## src/rtl/tdc_pkg.sv

```systemverilog
// Purpose: shared constants and types of the transfer descriptor controller
// Assumes: one clock, plain register port with 4-bit word index and 16-bit data
// Notes:   per-descriptor registers sit in a stride of four words

package tdc_pkg;

    // sizes
    localparam int TDC_DESC_NUM = 2;                 // descriptor 0 and the last one
    localparam int TDC_DESC_W   = 1;
    localparam int TDC_REG_AW   = 4;
    localparam int TDC_REG_DW   = 16;
    localparam int TDC_MEM_AW   = 16;
    localparam int TDC_MEM_DW   = 16;
    localparam int TDC_CTRL_W   = 8;
    localparam int TDC_BLS_W    = 8;
    localparam int TDC_CNT_W    = 9;                 // block size plus its 256 wrap
    localparam int TDC_FLD_W    = 2;
    localparam int TDC_STAT_W   = 2;

    // register word index: descriptor fields, then the shared registers
    localparam logic [TDC_FLD_W-1:0]  TDC_FLD_CTRL   = 2'h0;
    localparam logic [TDC_FLD_W-1:0]  TDC_FLD_BLS    = 2'h1;
    localparam logic [TDC_FLD_W-1:0]  TDC_FLD_SRC    = 2'h2;
    localparam logic [TDC_FLD_W-1:0]  TDC_FLD_DST    = 2'h3;
    localparam logic [TDC_REG_AW-1:0] TDC_OFS_STATUS = 4'h8;
    localparam logic [TDC_REG_AW-1:0] TDC_OFS_MASK   = 4'h9;
    localparam logic [TDC_REG_AW-1:0] TDC_OFS_ENABLE = 4'hA;

    // control word fields
    localparam int TDC_BIT_MODE   = 0;               // 0 normal, 1 repeat
    localparam int TDC_BIT_AREA   = 1;               // 0 destination, 1 source is repeat area
    localparam int TDC_BIT_SRC    = 2;               // source address mode
    localparam int TDC_BIT_DST    = 3;               // destination address mode
    localparam int TDC_BIT_CHAIN  = 4;
    localparam int TDC_BIT_RIRQ   = 5;               // repeat interrupt enable
    localparam int TDC_BIT_UNIT   = 6;               // 0 byte, 1 halfword
    localparam logic [TDC_CTRL_W-1:0] TDC_CTRL_WMASK = 8'h7F;  // bit 7 reads zero

    // status bits and the busy flag shown beside them
    localparam int TDC_ST_DONE = 0;
    localparam int TDC_ST_RPT  = 1;
    localparam int TDC_BIT_BUSY = 8;

    // reset values
    localparam logic [TDC_CTRL_W-1:0] TDC_CTRL_RST = 8'h00;
    localparam logic [TDC_BLS_W-1:0]  TDC_BLS_RST  = 8'h01;
    localparam logic [TDC_MEM_AW-1:0] TDC_ADDR_RST = 16'h0000;

    // address steps per unit
    localparam logic [TDC_MEM_AW-1:0] TDC_STEP_BYTE = 16'h0001;
    localparam logic [TDC_MEM_AW-1:0] TDC_STEP_HALF = 16'h0002;
    localparam logic [TDC_CNT_W-1:0]  TDC_CNT_ONE   = 9'h001;

    typedef enum logic [2:0] {
        TDC_S_IDLE,
        TDC_S_LOAD,
        TDC_S_READ,
        TDC_S_WRITE,
        TDC_S_END
    } tdc_state_type;

endpackage

```

## src/rtl/tdc_addr_step.sv

```systemverilog
// Purpose: next address of one side of a transfer after a unit has moved
// Assumes: purely combinational, used once for source and once for destination
// Notes:   a fixed address passes through unchanged

module tdc_addr_step
    import tdc_pkg::*;
(
    input  wire logic [tdc_pkg::TDC_MEM_AW-1:0] i_addr,
    input  wire logic                           i_incr,
    input  wire logic                           i_half,
    output wire logic [tdc_pkg::TDC_MEM_AW-1:0] o_next
);

    wire logic [TDC_MEM_AW-1:0] step;

    // halfword units advance by two, byte units by one
    assign step   = i_half ? TDC_STEP_HALF : TDC_STEP_BYTE;
    assign o_next = i_incr ? (i_addr + step) : i_addr;

endmodule // tdc_addr_step

```

## src/rtl/tdc_top.sv

```systemverilog
// Purpose: descriptor-driven transfer engine, byte or halfword units
// Assumes: activation pulses and memory acknowledge are synchronous to i_mclk
// Notes:   one request outstanding on the memory port at a time
//
// Functional notes
// - size field picks byte or halfword units
// - bit 5 enables repeat-cycle completion interrupt
// - repeat interrupt enable ignored in normal mode
// - bit 4 chains to next descriptor
// - bit 3 fixed or incrementing destination
// - destination mode ignored when destination repeats
// - bit 2 fixed or incrementing source
// - source mode ignored when source repeats
// - bit 1 picks destination or source repeat
// - repeat area select ignored in normal mode
// - bit 0 picks normal or repeat mode
// - block size 1..255 units, zero means 256

module tdc_top
    import tdc_pkg::*;
(
    input  wire logic                           i_mclk,
    input  wire logic                           i_reset_n,
    // register port
    input  wire logic [tdc_pkg::TDC_REG_AW-1:0] i_reg_addr,
    input  wire logic [tdc_pkg::TDC_REG_DW-1:0] i_reg_wdata,
    input  wire logic                           i_reg_wr,
    input  wire logic                           i_reg_rd,
    output logic      [tdc_pkg::TDC_REG_DW-1:0] o_reg_rdata,
    // peripheral activation
    input  wire logic                           i_activate,
    input  wire logic [tdc_pkg::TDC_DESC_W-1:0] i_act_desc,
    // memory port
    output logic                                o_mem_req,
    output logic                                o_mem_we,
    output logic                                o_mem_half,
    output logic      [tdc_pkg::TDC_MEM_AW-1:0] o_mem_addr,
    output logic      [tdc_pkg::TDC_MEM_DW-1:0] o_mem_wdata,
    input  wire logic                           i_mem_ack,
    input  wire logic [tdc_pkg::TDC_MEM_DW-1:0] i_mem_rdata,
    // status
    output logic                                o_busy,
    output logic                                o_irq
);

    import tdc_pkg::*;

    // descriptor storage
    logic [TDC_CTRL_W-1:0] desc_ctrl [TDC_DESC_NUM];
    logic [TDC_BLS_W-1:0]  desc_bls  [TDC_DESC_NUM];
    logic [TDC_MEM_AW-1:0] desc_src  [TDC_DESC_NUM];
    logic [TDC_MEM_AW-1:0] desc_dst  [TDC_DESC_NUM];

    // engine state
    tdc_state_type         state;
    tdc_state_type         next_state;
    logic [TDC_DESC_W-1:0] cur_desc;
    logic [TDC_DESC_W-1:0] next_desc;
    logic [TDC_MEM_AW-1:0] cur_src;
    logic [TDC_MEM_AW-1:0] next_src;
    logic [TDC_MEM_AW-1:0] cur_dst;
    logic [TDC_MEM_AW-1:0] next_dst;
    logic [TDC_CNT_W-1:0]  unit_cnt;
    logic [TDC_CNT_W-1:0]  next_cnt;

    // software-visible control and status
    logic [TDC_STAT_W-1:0] irq_status;
    logic [TDC_STAT_W-1:0] irq_mask;
    logic                  engine_enable;
    logic                  act_pending;
    logic [TDC_DESC_W-1:0] act_desc;

    // ------------------------------------------------------------------
    // register port decode
    // ------------------------------------------------------------------
    wire logic                  desc_area;
    wire logic [TDC_DESC_W-1:0] reg_desc;
    wire logic [TDC_FLD_W-1:0]  reg_fld;
    wire logic                  wr_status;
    wire logic                  wr_mask;
    wire logic                  wr_enable;

    // the low word indices hold the descriptors, four fields each
    assign desc_area = (i_reg_addr < TDC_OFS_STATUS);
    assign reg_desc  = i_reg_addr[TDC_FLD_W +: TDC_DESC_W];
    assign reg_fld   = i_reg_addr[TDC_FLD_W-1:0];
    assign wr_status = i_reg_wr && (i_reg_addr == TDC_OFS_STATUS);
    assign wr_mask   = i_reg_wr && (i_reg_addr == TDC_OFS_MASK);
    assign wr_enable = i_reg_wr && (i_reg_addr == TDC_OFS_ENABLE);

    // ------------------------------------------------------------------
    // fields of the running descriptor
    // ------------------------------------------------------------------
    wire logic [TDC_CTRL_W-1:0] cur_ctrl;
    wire logic                  unit_half;
    wire logic                  rpt_mode;
    wire logic                  rpt_src_area;
    wire logic                  rpt_dst_area;
    wire logic                  src_incr;
    wire logic                  dst_incr;
    wire logic                  chain_on;
    wire logic                  rpt_irq_event;
    wire logic                  last_unit;
    wire logic [TDC_CNT_W-1:0]  block_units;

    assign cur_ctrl     = desc_ctrl[cur_desc];
    assign unit_half    = cur_ctrl[TDC_BIT_UNIT];
    assign rpt_mode     = cur_ctrl[TDC_BIT_MODE];
    // area select only counts in repeat mode
    assign rpt_src_area = rpt_mode && cur_ctrl[TDC_BIT_AREA];
    assign rpt_dst_area = rpt_mode && !cur_ctrl[TDC_BIT_AREA];
    // the repeat area always walks its buffer, whatever its mode bit says
    assign src_incr     = cur_ctrl[TDC_BIT_SRC] || rpt_src_area;
    assign dst_incr     = cur_ctrl[TDC_BIT_DST] || rpt_dst_area;
    // the last descriptor never chains, even if its bit were left set
    assign chain_on     = cur_ctrl[TDC_BIT_CHAIN] &&
                          (cur_desc != TDC_DESC_W'(TDC_DESC_NUM - 1));
    assign rpt_irq_event = rpt_mode && cur_ctrl[TDC_BIT_RIRQ];
    assign last_unit    = (unit_cnt == TDC_CNT_ONE);
    // a zero block size stands for 256 units
    assign block_units  = {(desc_bls[cur_desc] == '0), desc_bls[cur_desc]};

    // ------------------------------------------------------------------
    // address steppers
    // ------------------------------------------------------------------
    wire logic [TDC_MEM_AW-1:0] src_stepped;
    wire logic [TDC_MEM_AW-1:0] dst_stepped;

    tdc_addr_step u_src_step (
        .i_addr (cur_src),
        .i_incr (src_incr),
        .i_half (unit_half),
        .o_next (src_stepped)
    );

    tdc_addr_step u_dst_step (
        .i_addr (cur_dst),
        .i_incr (dst_incr),
        .i_half (unit_half),
        .o_next (dst_stepped)
    );

    // ------------------------------------------------------------------
    // sequencer next values
    // ------------------------------------------------------------------
    wire logic start_ok;
    wire logic read_done;
    wire logic write_done;
    wire logic block_end;
    wire logic seq_end;

    assign start_ok   = (state == TDC_S_IDLE) && act_pending && engine_enable;
    assign read_done  = (state == TDC_S_READ) && i_mem_ack;
    assign write_done = (state == TDC_S_WRITE) && i_mem_ack;
    assign block_end  = (state == TDC_S_END);
    assign seq_end    = block_end && !chain_on;

    always_comb begin
        next_state = state;
        next_desc  = cur_desc;
        next_src   = cur_src;
        next_dst   = cur_dst;
        next_cnt   = unit_cnt;
        case (state)
            TDC_S_IDLE: begin
                if (start_ok) begin
                    next_state = TDC_S_LOAD;
                    next_desc  = act_desc;
                end
            end
            TDC_S_LOAD: begin
                next_state = TDC_S_READ;
                next_src   = desc_src[cur_desc];
                next_dst   = desc_dst[cur_desc];
                next_cnt   = block_units;
            end
            TDC_S_READ: begin
                if (i_mem_ack) begin
                    next_state = TDC_S_WRITE;
                    next_src   = src_stepped;
                end
            end
            TDC_S_WRITE: begin
                if (i_mem_ack) begin
                    next_dst = dst_stepped;
                    next_cnt = unit_cnt - TDC_CNT_ONE;
                    next_state = last_unit ? TDC_S_END : TDC_S_READ;
                end
            end
            TDC_S_END: begin
                if (chain_on) begin
                    next_state = TDC_S_LOAD;
                    next_desc  = cur_desc + TDC_DESC_W'(1);
                end else begin
                    next_state = TDC_S_IDLE;
                end
            end
            default: begin
                next_state = TDC_S_IDLE;
            end
        endcase
    end

    // sequencer registers
    always_ff @(posedge i_mclk or negedge i_reset_n) begin
        if (!i_reset_n) begin
            state    <= TDC_S_IDLE;
            cur_desc <= '0;
            cur_src  <= TDC_ADDR_RST;
            cur_dst  <= TDC_ADDR_RST;
            unit_cnt <= '0;
        end else begin
            state    <= next_state;
            cur_desc <= next_desc;
            cur_src  <= next_src;
            cur_dst  <= next_dst;
            unit_cnt <= next_cnt;
        end
    end

    // ------------------------------------------------------------------
    // memory port, registered from the next values
    // ------------------------------------------------------------------
    wire logic                  next_req;
    wire logic                  next_we;
    wire logic [TDC_MEM_AW-1:0] next_mem_addr;
    wire logic                  next_half;

    assign next_req      = (next_state == TDC_S_READ) || (next_state == TDC_S_WRITE);
    assign next_we       = (next_state == TDC_S_WRITE);
    assign next_mem_addr = next_we ? next_dst : next_src;
    assign next_half     = desc_ctrl[next_desc][TDC_BIT_UNIT];

    always_ff @(posedge i_mclk or negedge i_reset_n) begin
        if (!i_reset_n) begin
            o_mem_req  <= 1'b0;
            o_mem_we   <= 1'b0;
            o_mem_half <= 1'b0;
            o_mem_addr <= TDC_ADDR_RST;
        end else begin
            o_mem_req  <= next_req;
            o_mem_we   <= next_we;
            o_mem_half <= next_half;
            o_mem_addr <= next_mem_addr;
        end
    end

    // read data held for the write; byte units use only the low byte
    always_ff @(posedge i_mclk or negedge i_reset_n) begin
        if (!i_reset_n) begin
            o_mem_wdata <= '0;
        end else if (read_done) begin
            o_mem_wdata <= unit_half ? i_mem_rdata :
                           {8'h00, i_mem_rdata[7:0]};
        end
    end

    // ------------------------------------------------------------------
    // descriptor registers: block-end write-back beats a software write
    // ------------------------------------------------------------------
    genvar g;
    generate
        for (g = 0; g < TDC_DESC_NUM; g++) begin : g_desc
            wire logic own_wb;
            wire logic sw_wr;

            assign own_wb = block_end && (cur_desc == TDC_DESC_W'(g));
            assign sw_wr  = i_reg_wr && desc_area && (reg_desc == TDC_DESC_W'(g));

            always_ff @(posedge i_mclk or negedge i_reset_n) begin
                if (!i_reset_n) begin
                    desc_ctrl[g] <= TDC_CTRL_RST;
                    desc_bls[g]  <= TDC_BLS_RST;
                    desc_src[g]  <= TDC_ADDR_RST;
                    desc_dst[g]  <= TDC_ADDR_RST;
                end else if (own_wb) begin
                    // the repeat area returns to its start, the other side moves on
                    if (!rpt_src_area) begin
                        desc_src[g] <= cur_src;
                    end
                    if (!rpt_dst_area) begin
                        desc_dst[g] <= cur_dst;
                    end
                end else if (sw_wr) begin
                    case (reg_fld)
                        TDC_FLD_CTRL: desc_ctrl[g] <= i_reg_wdata[TDC_CTRL_W-1:0] &
                                                      TDC_CTRL_WMASK;
                        TDC_FLD_BLS:  desc_bls[g]  <= i_reg_wdata[TDC_BLS_W-1:0];
                        TDC_FLD_SRC:  desc_src[g]  <= i_reg_wdata;
                        TDC_FLD_DST:  desc_dst[g]  <= i_reg_wdata;
                        default:      desc_bls[g]  <= desc_bls[g];
                    endcase
                end
            end
        end
    endgenerate

    // ------------------------------------------------------------------
    // activation request: held until the idle engine takes it
    // ------------------------------------------------------------------
    always_ff @(posedge i_mclk or negedge i_reset_n) begin
        if (!i_reset_n) begin
            act_pending <= 1'b0;
            act_desc    <= '0;
        end else if (i_activate) begin
            act_pending <= 1'b1;                  // a new event beats the take
            act_desc    <= i_act_desc;
        end else if (start_ok) begin
            act_pending <= 1'b0;
        end
    end

    // ------------------------------------------------------------------
    // interrupt status, mask and enable
    // ------------------------------------------------------------------
    wire logic [TDC_STAT_W-1:0] stat_set;
    wire logic [TDC_STAT_W-1:0] stat_clr;
    wire logic [TDC_STAT_W-1:0] next_status;
    wire logic [TDC_STAT_W-1:0] next_mask;

    assign stat_set[TDC_ST_DONE] = seq_end;
    assign stat_set[TDC_ST_RPT]  = block_end && rpt_irq_event;
    assign stat_clr    = wr_status ? i_reg_wdata[TDC_STAT_W-1:0] : '0;
    // a set in the clearing cycle survives
    assign next_status = (irq_status & ~stat_clr) | stat_set;
    assign next_mask   = wr_mask ? i_reg_wdata[TDC_STAT_W-1:0] : irq_mask;

    always_ff @(posedge i_mclk or negedge i_reset_n) begin
        if (!i_reset_n) begin
            irq_status <= '0;
            o_irq      <= 1'b0;
        end else begin
            irq_status <= next_status;
            o_irq      <= |(next_status & next_mask);
        end
    end

    always_ff @(posedge i_mclk or negedge i_reset_n) begin
        if (!i_reset_n) begin
            irq_mask      <= '0;
            engine_enable <= 1'b0;
        end else begin
            irq_mask <= next_mask;
            if (wr_enable) begin
                engine_enable <= i_reg_wdata[0];
            end
        end
    end

    // busy covers everything from the take to the return to idle
    always_ff @(posedge i_mclk or negedge i_reset_n) begin
        if (!i_reset_n) begin
            o_busy <= 1'b0;
        end else begin
            o_busy <= (next_state != TDC_S_IDLE);
        end
    end

    // ------------------------------------------------------------------
    // read-back: data stand for exactly one cycle after the strobe
    // ------------------------------------------------------------------
    logic [TDC_REG_DW-1:0] rd_mux;

    always_comb begin
        rd_mux = '0;
        if (desc_area) begin
            case (reg_fld)
                TDC_FLD_CTRL: rd_mux = {8'h00, desc_ctrl[reg_desc]};
                TDC_FLD_BLS:  rd_mux = {8'h00, desc_bls[reg_desc]};
                TDC_FLD_SRC:  rd_mux = desc_src[reg_desc];
                TDC_FLD_DST:  rd_mux = desc_dst[reg_desc];
                default:      rd_mux = '0;
            endcase
        end else if (i_reg_addr == TDC_OFS_STATUS) begin
            rd_mux[TDC_STAT_W-1:0] = irq_status;
            rd_mux[TDC_BIT_BUSY]   = o_busy;
        end else if (i_reg_addr == TDC_OFS_MASK) begin
            rd_mux[TDC_STAT_W-1:0] = irq_mask;
        end else if (i_reg_addr == TDC_OFS_ENABLE) begin
            rd_mux[0] = engine_enable;
        end
    end

    always_ff @(posedge i_mclk or negedge i_reset_n) begin
        if (!i_reset_n) begin
            o_reg_rdata <= '0;
        end else begin
            o_reg_rdata <= i_reg_rd ? rd_mux : '0;   // unmapped words read zero
        end
    end

endmodule // tdc_top

```

## config.mk

```make
export PLATFORM = sky130hd
export DESIGN_NAME = tdc_top
export DESIGN_NICKNAME = d
export VERILOG_FILES = /design/src/rtl/tdc_pkg.sv /design/src/rtl/tdc_addr_step.sv /design/src/rtl/tdc_top.sv
export SDC_FILE = /design/constraint.sdc
export NUM_CORES = 1
export LEC_CHECK = 0
export ABC_AREA = 0
export BUFFER_PORTS_ARGS = -buffer_cell sky130_fd_sc_hd__buf_2
export CORE_MARGIN = 10
export CORE_UTILIZATION = 50
export CTS_CLUSTER_DIAMETER = 80
export DETAILED_ROUTE_END_ITERATION = 16
export PLACE_DENSITY = 0.72
export SLEW_MARGIN = 10
export SYNTH_ARGS = -nofsm -noshare
export SYNTH_HDL_FRONTEND = slang
export SYNTH_SLANG_ARGS = --single-unit
```

## constraint.sdc

```tcl
create_clock -name i_mclk -period 4.6 [get_ports i_mclk]
set_clock_uncertainty 0.05 [all_clocks]
set_input_delay 0.92 -clock i_mclk [delete_from_list [all_inputs] [get_ports i_mclk]]
set_output_delay 0.92 -clock i_mclk [all_outputs]
set_load 0.02 [all_outputs]
```

==> results.txt, run 1 <==
- Total number of vias: 8324
- Most prevalent standard cell on the critical path: mux2_2
- In the post-synthesis netlist, the biggest area contributors are dfrtp_1 47%, mux2_2 7.3%, a21oi_1 5.4%, mux2i_1 4.1%, mux4_2 4.1%.
- For this design, the sink count on the clock tree is 199.
- CTS built an H-tree with a depth of 4.
- Top fanout value on the critical path: 15
* Maximum number of pins on one net before global-route repair: 90
- For this run, the detailed router's first-pass iteration total came to 5.
* Clock slew at reported path FFs: approximately 0.070 ns
* Cell breakdown of the critical path: mux2_2 > inv_1 > ha_1 > fa_1 > and2_1 > and2_0 > a311oi_1 > a221oi_2 > mux2_2
- The worst register-to-register path ends at o_mem_addr[6].
* CTS tree: built
- The worst register-to-register path has a depth of 9.
- Status: completed
- Synthesis produced a netlist with a net count of 1064.
* Seq cells post-synth: approximately 200
- Buffers inserted by post-CTS timing repair: 0
* Commonest cells after routing, fill and taps aside: 196 x dfrtp_1, 109 x nand2_1, 108 x a21oi_1, 94 x buf_2, 84 x o21ai_0
- Half-perimeter wire length of the detailed placement result: 20.9 mm
* Avg Vias per Cell: slightly above 6
- Worst Path Class, Setup: flop to flop
- The count of nets left with antenna violations once routing finished came out at 0.
- The worst setup path is launched from a flop.
- First-pass GRT wire length: 46.3 mm
* Total track usage: between 20% and 30%
- Worst path arrival time: 3.56 ns
* Final Instance Count excl. Fillers: ~1400
- Synth Instances: 1013
* Primary flip-flop cell chosen by synthesis mapping: dfrtp_1
* RD Place Congestion: 0.934
* Horizontal extent of the die: 164 um
- Antenna fix cells: 0
* IO Pins: 96
- Of the cells placed in the final design, the portion with a size suffix greater than 1 is 22.9%.
* Total area of sequential cells: 4980 um2
- Summed over all cells, the static leakage comes to slightly above 0.005 uW.
* Data required time at the worst endpoint: about 5 ns
- Summing every instance area after synthesis gives between 10000 and 15000 um2.
- Input/output buffers: 95
- In the finished design, the share of the clock period the worst path needs comes to between 70% and 80%.
* Post-synthesis average cell area: roughly 10 um2
- Total area of multi-input combinational cells: 5070 um2
* Routed wire length: 29.6 mm
- Unrepaired setup endpoints after global routing: false
- Die outline area: about 27000 um2
- Cell total after placement: approximately 1300
- Slack of the worst reg-to-reg path: between 1 and 1.5 ns
- After detailed routing, the average wire length per cell comes to 21.8 um.
- Synth-to-layout area growth: 12.2%
- Post-CTS repair changed the size of 0 cells.
- The synthesized design contains 0 enable-type register cells.
- Antenna violations before repair: 0
- Standard cell with the maximum stage delay on the critical path: dfrtp_2
- The startpoint identified for the worst register-to-register timing path is cur_desc.
* Post-layout total power: between 7000 and 8000 uW
- Row generation in the floorplan step produced 52 rows.
- The worst setup path is captured at a flop.
* Utilization of the core after routing: 57.4%
* Die span in y: roughly 160 um
* Final setup violation count: 0
- Seq/Total Area, Yosys: 48.0%
- Via count of the first global-routing pass: 8053
- Initial drt markers: between 1000 and 1500
- Most common cell after layout, fill and taps aside: dfrtp_1
- The number of hold violations in the final report was 0.
- Once the floorplan was initialized, standard cells occupied 51.1% of the core.
- The core region is between 20000 and 25000 um2.
- Headroom to the max-slew limit came out at 30.1%.
- The filler cells instantiated in the layout total 1746.
- The max-slew violation count came to 0.
* Count of yosys warnings during synthesis: 0
- Async set or reset register ratio after synthesis: 100%
- For this run, the post-layout net count is 1127.
* Max frequency: 305 MHz
* Number of distinct library cell variants in the gate-level netlist after synthesis: between 70 and 80
* Top cell type by total area after synthesis: dfrtp_1
* Maximum cell stage delay along the critical path: 0.62 ns
* Final sum of negative setup slack: 0 ns
- In this run the biggest area consumer among cell types represents 47.5% of the synthesized area.
- Worst Max-Slew Pin Slew: 1.04 ns
- VDD IR max: 298 uV
- Worst skew pair latency: 0.45 ns
* Remaining global-route overflow: 0
- Number of hold buffers added after CTS: 0
- The path class of the tightest hold or removal check is input pin to asynchronous set/reset pin.
- Across the run, the number of max-cap violations was 0.
- Number of buffers created by CTS: 17
- In this run the power density over the cells is slightly above 600 nW/um2.
* Clock tree buffer depth: 2
- The tree is rooted in a clkbuf_16.
- The routed design could run at a clock period as short as 3.28 ns.
- DR DRC count: 0
==> how the worst max path moves through the flow <==
stage / from / endpoint / slack (ns) / cells past startpoint
final: cur_desc / o_mem_addr[6] / 1.32 / 9
after global routing: cur_desc / desc_src[8] / 1.15 / 6
after CTS: cur_desc / o_mem_addr[6] / 1.35 / 9
after detailed placement: cur_desc / o_mem_addr[6] / 1.38 / 9
after global placement: cur_desc / o_mem_addr[6] / 1.45 / 9
after floorplan: cur_desc / o_mem_addr[6] / 1.40 / 13
==> registers in the layout, indices dropped and copies added (netlist names), 2 cells and up <==
signal,count
desc_dst,32
desc_src,32
cur_dst,16
cur_src,16
desc_bls,16
o_mem_addr,16
o_mem_wdata,16
o_reg_rdata,16
desc_ctrl,14
unit_cnt,9
state,3
irq_mask,2
irq_status,2
==> power breakdown <==
group	switching (uW)	internal (uW)	leakage, uW
clock	692	806	0.000269
sequential	628	2300	0.00247
combinational	1700	1120	0.00230
==> cells by family after synthesis <==
logic type               count (synthesis)  share of synthesized area, %
buffers and inverters                   82                          3.39
XOR/XNOR                                 7                         0.591
multiplexers                           129                          15.5
adder cells (fa/ha/maj)                  8                          1.11
flip-flops                             199                          48.0
AO/OA/AOI/OAI                          276                          16.3
AND/OR/NAND/NOR                        312                          15.1
==> critical path, delay by kind of cell, from the launching register on <==
family,cells,cell delay [ns]
buf+inv,1,0.11
simple gates,2,0.47
compound gates,2,0.48
flops,1,0.62
mux,2,0.79
fa+ha+maj,2,0.64
==> layer usage <==
layer	vias up	part of all wire [%]	global-route usage [%]
li1	3807	-	-
met4	0	2.4	7.15
met1	4023	44	31.7
met2	436	43	32.0
met5	-	0	0
met3	58	10	5.68
==> per-stage QoR <==
stage	setup WS [ns]	cell area [um2]	hold slack (ns)
after floorplan	1.40	10400	0.399
after global routing	1.15	11600	0.456
after CTS	1.35	11600	0.434
after global placement	1.45	11100	0.407
after detailed placement	1.38	11100	0.415
final	1.32	11600	0.418
==> synthesized netlist by cell type (3+ instances only) <==
| master | n |
|---|---|
| buf_1 | 4 |
| mux4_2 | 19 |
| nor4_1 | 5 |
| mux2i_1 | 43 |
| o22ai_1 | 7 |
| nand3b_1 | 6 |
| o22a_1 | 8 |
| xor2_1 | 5 |
| dfrtp_1 | 197 |
| o211ai_1 | 6 |
| a21oi_1 | 111 |
| nor2b_1 | 43 |
| and3_1 | 9 |
| ha_1 | 6 |
| mux2_2 | 67 |
| and4_1 | 4 |
| o221ai_1 | 5 |
| nand2b_1 | 10 |
| a311oi_1 | 3 |
| or3_1 | 3 |
| and2_1 | 6 |
| a211oi_1 | 6 |
| nand2_1 | 109 |
| o21ai_0 | 84 |
| a21o_1 | 3 |
| a31oi_1 | 3 |
| nand3_1 | 18 |
| nand4_1 | 9 |
| a22o_1 | 4 |
| inv_1 | 15 |
| nor3_1 | 15 |
| nor2_1 | 62 |
| a32o_1 | 4 |
| buf_2 | 22 |
| a2bb2oi_1 | 3 |
| clkbuf_1 | 37 |
==> layout make-up <==
class	instances	area share, %
clock buffer	18	3.69
clock inverter	14	1.30
inverter	15	0.484
multi-input combinational	732	43.5
sequential	199	42.8
tap	270	2.90
timing repair buffer	111	5.30
(Power assumes the default switching activity.)
==> run 2, diff against run 1 <==
Settings changed: ABC_AREA 0 to 1, PLACE_DENSITY 0.72 to 0.74.
Clock period 4.6 ns to 3 ns, I/O delays scaled along.
==> run 2 against run 1 <==
Effect of this change: non-clock buffer count grew 7; via count grew 25%; critical endpoint is now o_mem_addr[14]; sequential power grew 41%; largest cell class is now flip-flops and latches; hold slack lost 0.30 ns; total power grew 57%; clock-buffer cell count shrank 1; fmax grew 19%; combinational power grew 66%.
==> results.txt, run 2 <==
- The via total after detailed routing was 10416 (+25%).
- Setup repair after global routing left no endpoint under its margin.
- The sequential group share of total power was 36.3% (-4.1 points).
- Leaving out fill and tap cells, the most frequent cell in the layout is nand2_1.
* Synth Instances: 1464 (+45%)
* Avg Vias per Cell: 5.71 (-6.7%)
- H-tree depth: 4 (unchanged)
- The worst register-to-register path begins at desc_ctrl[14].
- Share of the synthesized area in the top cell type: 45.5% (-2.0 points)
* Maximum cell stage delay along the critical path: 0.52 ns (-0.10 ns)
- The detail-routed net length per standard cell is 18.5 um (-15%).
- The worst setup path is launched from a flop.
* Clock slew at reported path FFs: 0.08 ns (about the same)
- Die span in y: 167 um (+1.9%)
* Net switching share of the total power: 44.6% (+3.0 points)
* Max frequency: 362 MHz (+19%)
* Worst hold-check slack: 0.116 ns (-0.302 ns)
* Final number of max-transition violations: 0 (unchanged)
- The number of DRC violations after detailed-routing iteration 0 came to 1079 (-3.6%).
* Clock period minus worst slack: 2.76 ns (-0.523 ns)
- The number of inserted diodes is 0 (unchanged).
- RD Place Congestion: 0.954 (+2.1%)
- The share of final-layout standard cells stronger than drive strength 1 was 13.1% (-9.8 points).
* Terminus of the critical flop-to-flop path: o_mem_addr[14]
- The number of post-CTS setup repair buffers was 0 (unchanged).
* CTS tree: built
* Leak pwr: 0.00605 uW (+20%)
- Cell internal pwr: 6300 uW (+49%)
- Hold/Removal Path Class: input pin to asynchronous set/reset pin
* Share of the cycle needed by the critical path after routing: 92.0% (+21 points)
- The number of buffers added to fix hold violations after cts came to 0 (unchanged).
- Maximum number of pins on one net before global-route repair: 72 (-20%)
- Number of distinct library cell variants in the gate-level netlist after synthesis: 46 (-38%)
* Detailed-router iteration count before antenna repair: 6 (+1)
* First-pass GRT wire length: 53.6 mm (+16%)
- The most critical setup path has its startpoint at desc_ctrl[14].
* Async set or reset register ratio after synthesis: 100% (unchanged)
- The top cell types in the final layout, fill and taps aside, are 457 x nand2_1, 212 x o21ai_0, 197 x dfrtp_1, 169 x inv_1, 94 x buf_2.
* Most frequent cell after synthesis: nand2_1
- The cell count of the worst reg-to-reg path was 13 (+4).
- Synth-to-layout area growth: 12.1% (about the same)
- Remaining global-route overflow: 0 (unchanged)
- Seq/Total Area, Yosys: 46.0% (-2.0 points)
- The total power after layout is 11400 uW (+57%).
- Net Switching: 5070 uW (+68%)
- The overall routed net length is 33.7 mm (+14%).
* Total power density per cell area: 936 nW/um2 (+50%)
- The worst endpoint required time is 3.29 ns (-1.58 ns).
- Via count of the first global-routing pass: 9906 (+23%)
- Half-perimeter wire length of the detailed placement result: 24.3 mm (+16%)
* Logic gate share of total power: 41.3% (+2.4 points)
- Seq cells post-synth: 199 (unchanged)
* Largest registers in the final layout: desc_dst (32), desc_src (32)
- Primary flip-flop cell chosen by synthesis mapping: dfrtp_1
- IO Pins: 96 (unchanged)
* VDD IR max: 408 uV (+37%)
* Worst Max-Slew Pin Slew: 0.793 ns (-0.251 ns)
- Antenna violations before repair: 0 (unchanged)
- Most prevalent standard cell on the critical path: nand2_1
- Clock root cell: clkbuf_16
- The worst slew slack as a fraction of its limit came to 46.6% (+16 points).
- Top post-synthesis cells by count: 457 x nand2_1, 212 x o21ai_0, 197 x dfrtp_1
- The combined buffer and inverter count along the critical path came to 1 (unchanged).
- Number of nets still failing antenna checks after routing: 0 (unchanged)
- The number of flops mapped to enable cells by yosys was 0 (unchanged).
* Final-report hold violation count: 0 (unchanged)
* Worst setup slack after placement: 0.301 ns (-1.08 ns)
* Cell breakdown of the critical path: o21ai_0 > clkinv_1 > fa_1 > nand3_1 > nor2_1 > nand2_1 > nor2_1 > nand2_1 > nand2_1 > nand3_1 > nand2_1 > nand2_1 > nand2_1
- Input/output buffers: 95 (unchanged)
* Top fanout value on the critical path: 5 (-10)
- The core area came to 21200 um2 (+4.2%).
- The total number of placement rows is 53 (+1.9%).
* DR DRC count: 0 (unchanged)
- The final sum of negative setup slack was 0 ns (unchanged).
- Slack of the worst reg-to-reg path: 0.24 ns (-1.08 ns)
* Critical path endpoint: o_mem_addr[14]
* Max Cap Viol: 0 (unchanged)
* Clock group share of total power: 22.5% (+1.8 points)
- Layout net count: 1586 (+41%)
- In this design, the largest share of critical-path delay is due to simple AND/OR/NAND/NOR gates.
- The largest individual stage delay along the critical path comes from the cell fa_1.
* Total track usage: 23.6% (+1.5 points)
* Count of yosys warnings during synthesis: 0 (unchanged)
* Clock tree buffer depth: 2 (unchanged)
- STA classifies the critical path endpoint as a flop.
- The number of cells on the critical path came to 13 (+4).
- Cell total after placement: 1791 (+35%)
- The floorplan die width is 167 um (+1.9%).
- Post-synthesis cell area: 10800 um2 (+4.4%)
- Die outline area: 28000 um2 (+3.9%)
* Final Instance Count excl. Fillers: 1823 (+34%)
* Worst path arrival time: 3.05 ns (-0.51 ns)
- Status: completed
* Final setup violation count: 0 (unchanged)
* Top cell type by total area after synthesis: dfrtp_1
- The clock latency of the later-clocked register in the worst-skew pair is 0.45 ns (about the same).
- Ranked by total cell area, the synthesized netlist is headed by dfrtp_1 45%, nand2_1 16%, o21ai_0 9.8%, inv_1 5.9%, nand3_1 3.7%.
- Post-synthesis average cell area: 7.40 um2 (-28%)
* Initial Utilization: 51.2% (+0.093 points)
* CTS sink cnt: 199 (unchanged)
- The number of buffers created by CTS came to 17 (unchanged).
* Synthesized Nets: 1515 (+42%)
* Post-cts gate resize count: 0 (unchanged)
* Final critical-path setup slack: 0.240 ns (-1.08 ns)
- The critical path is of the flop to flop type.
[run 2: cell families after synthesis]
family / count (synthesis) / synth area share, %
flops: 199 / 46.0
xor+xnor: 1 / 0.0808
simple gates: 634 / 24.4
fa+ha+maj: 8 / 1.06
compound gates: 371 / 18.7
buf+inv: 251 / 9.80
[run 2: power by group through the flow]
stage | sequential [uW] | clock (uW) | combinational [uW]
floorplan | 4310 | 0 | 2920
global placement | 4130 | 0 | 4560
detailed placement | 4160 | 0 | 4640
CTS | 4110 | 2570 | 4670
global route | 4230 | 2680 | 5220
finish | 4130 | 2550 | 4690
[run 2: area by class of cell]
cell class / instances / area, um2
clock buffers: 17 / 425
clock inverters: 15 / 218
fillers: 1989 / 9010
inverters: 185 / 704
multi-input cells: 1014 / 4790
flip-flops and latches: 199 / 4980
well taps: 275 / 344
repair buffers: 118 / 682
[run 2: worst register-to-register path, delay by kind of cell, from the launching register on]
kind | cells | cell delay [ns]
buffers and inverters | 1 | 0.39
adders and majority gates | 1 | 0.52
and+or+nand+nor | 10 | 0.86
AOI/OAI and AO/OA | 1 | 0.45
DFF | 1 | 0.41
[run 2: worst min path at each step]
stage	startpoint	to	slack (ns)	cells after the start
after floorplan	i_reset_n	act_desc	0.25	0
after global placement	o_mem_wdata[0]	o_mem_wdata[0]	0.41	2
after detailed placement	o_mem_wdata[4]	o_mem_wdata[4]	0.41	2
after CTS	i_reset_n	o_mem_half	0.16	1
after global routing	i_reset_n	desc_ctrl[12]	0.17	1
final	i_reset_n	o_mem_half	0.12	1
[run 2: metal layers]
layer,global-route usage (%),wire length (um)
met1,29.3,13300
met3,3.75,2300
met2,39.3,16600
met4,11.6,1480
met5,0,0
[run 2: metrics by stage]
stage / util [%] / cell area (um2)
floorplan: - / 10800
global placement: 54.4 / 11500
detailed placement: 54.4 / 11500
CTS: 57.4 / 12100
global route: 57.4 / 12100
finish: 57.4 / 12100
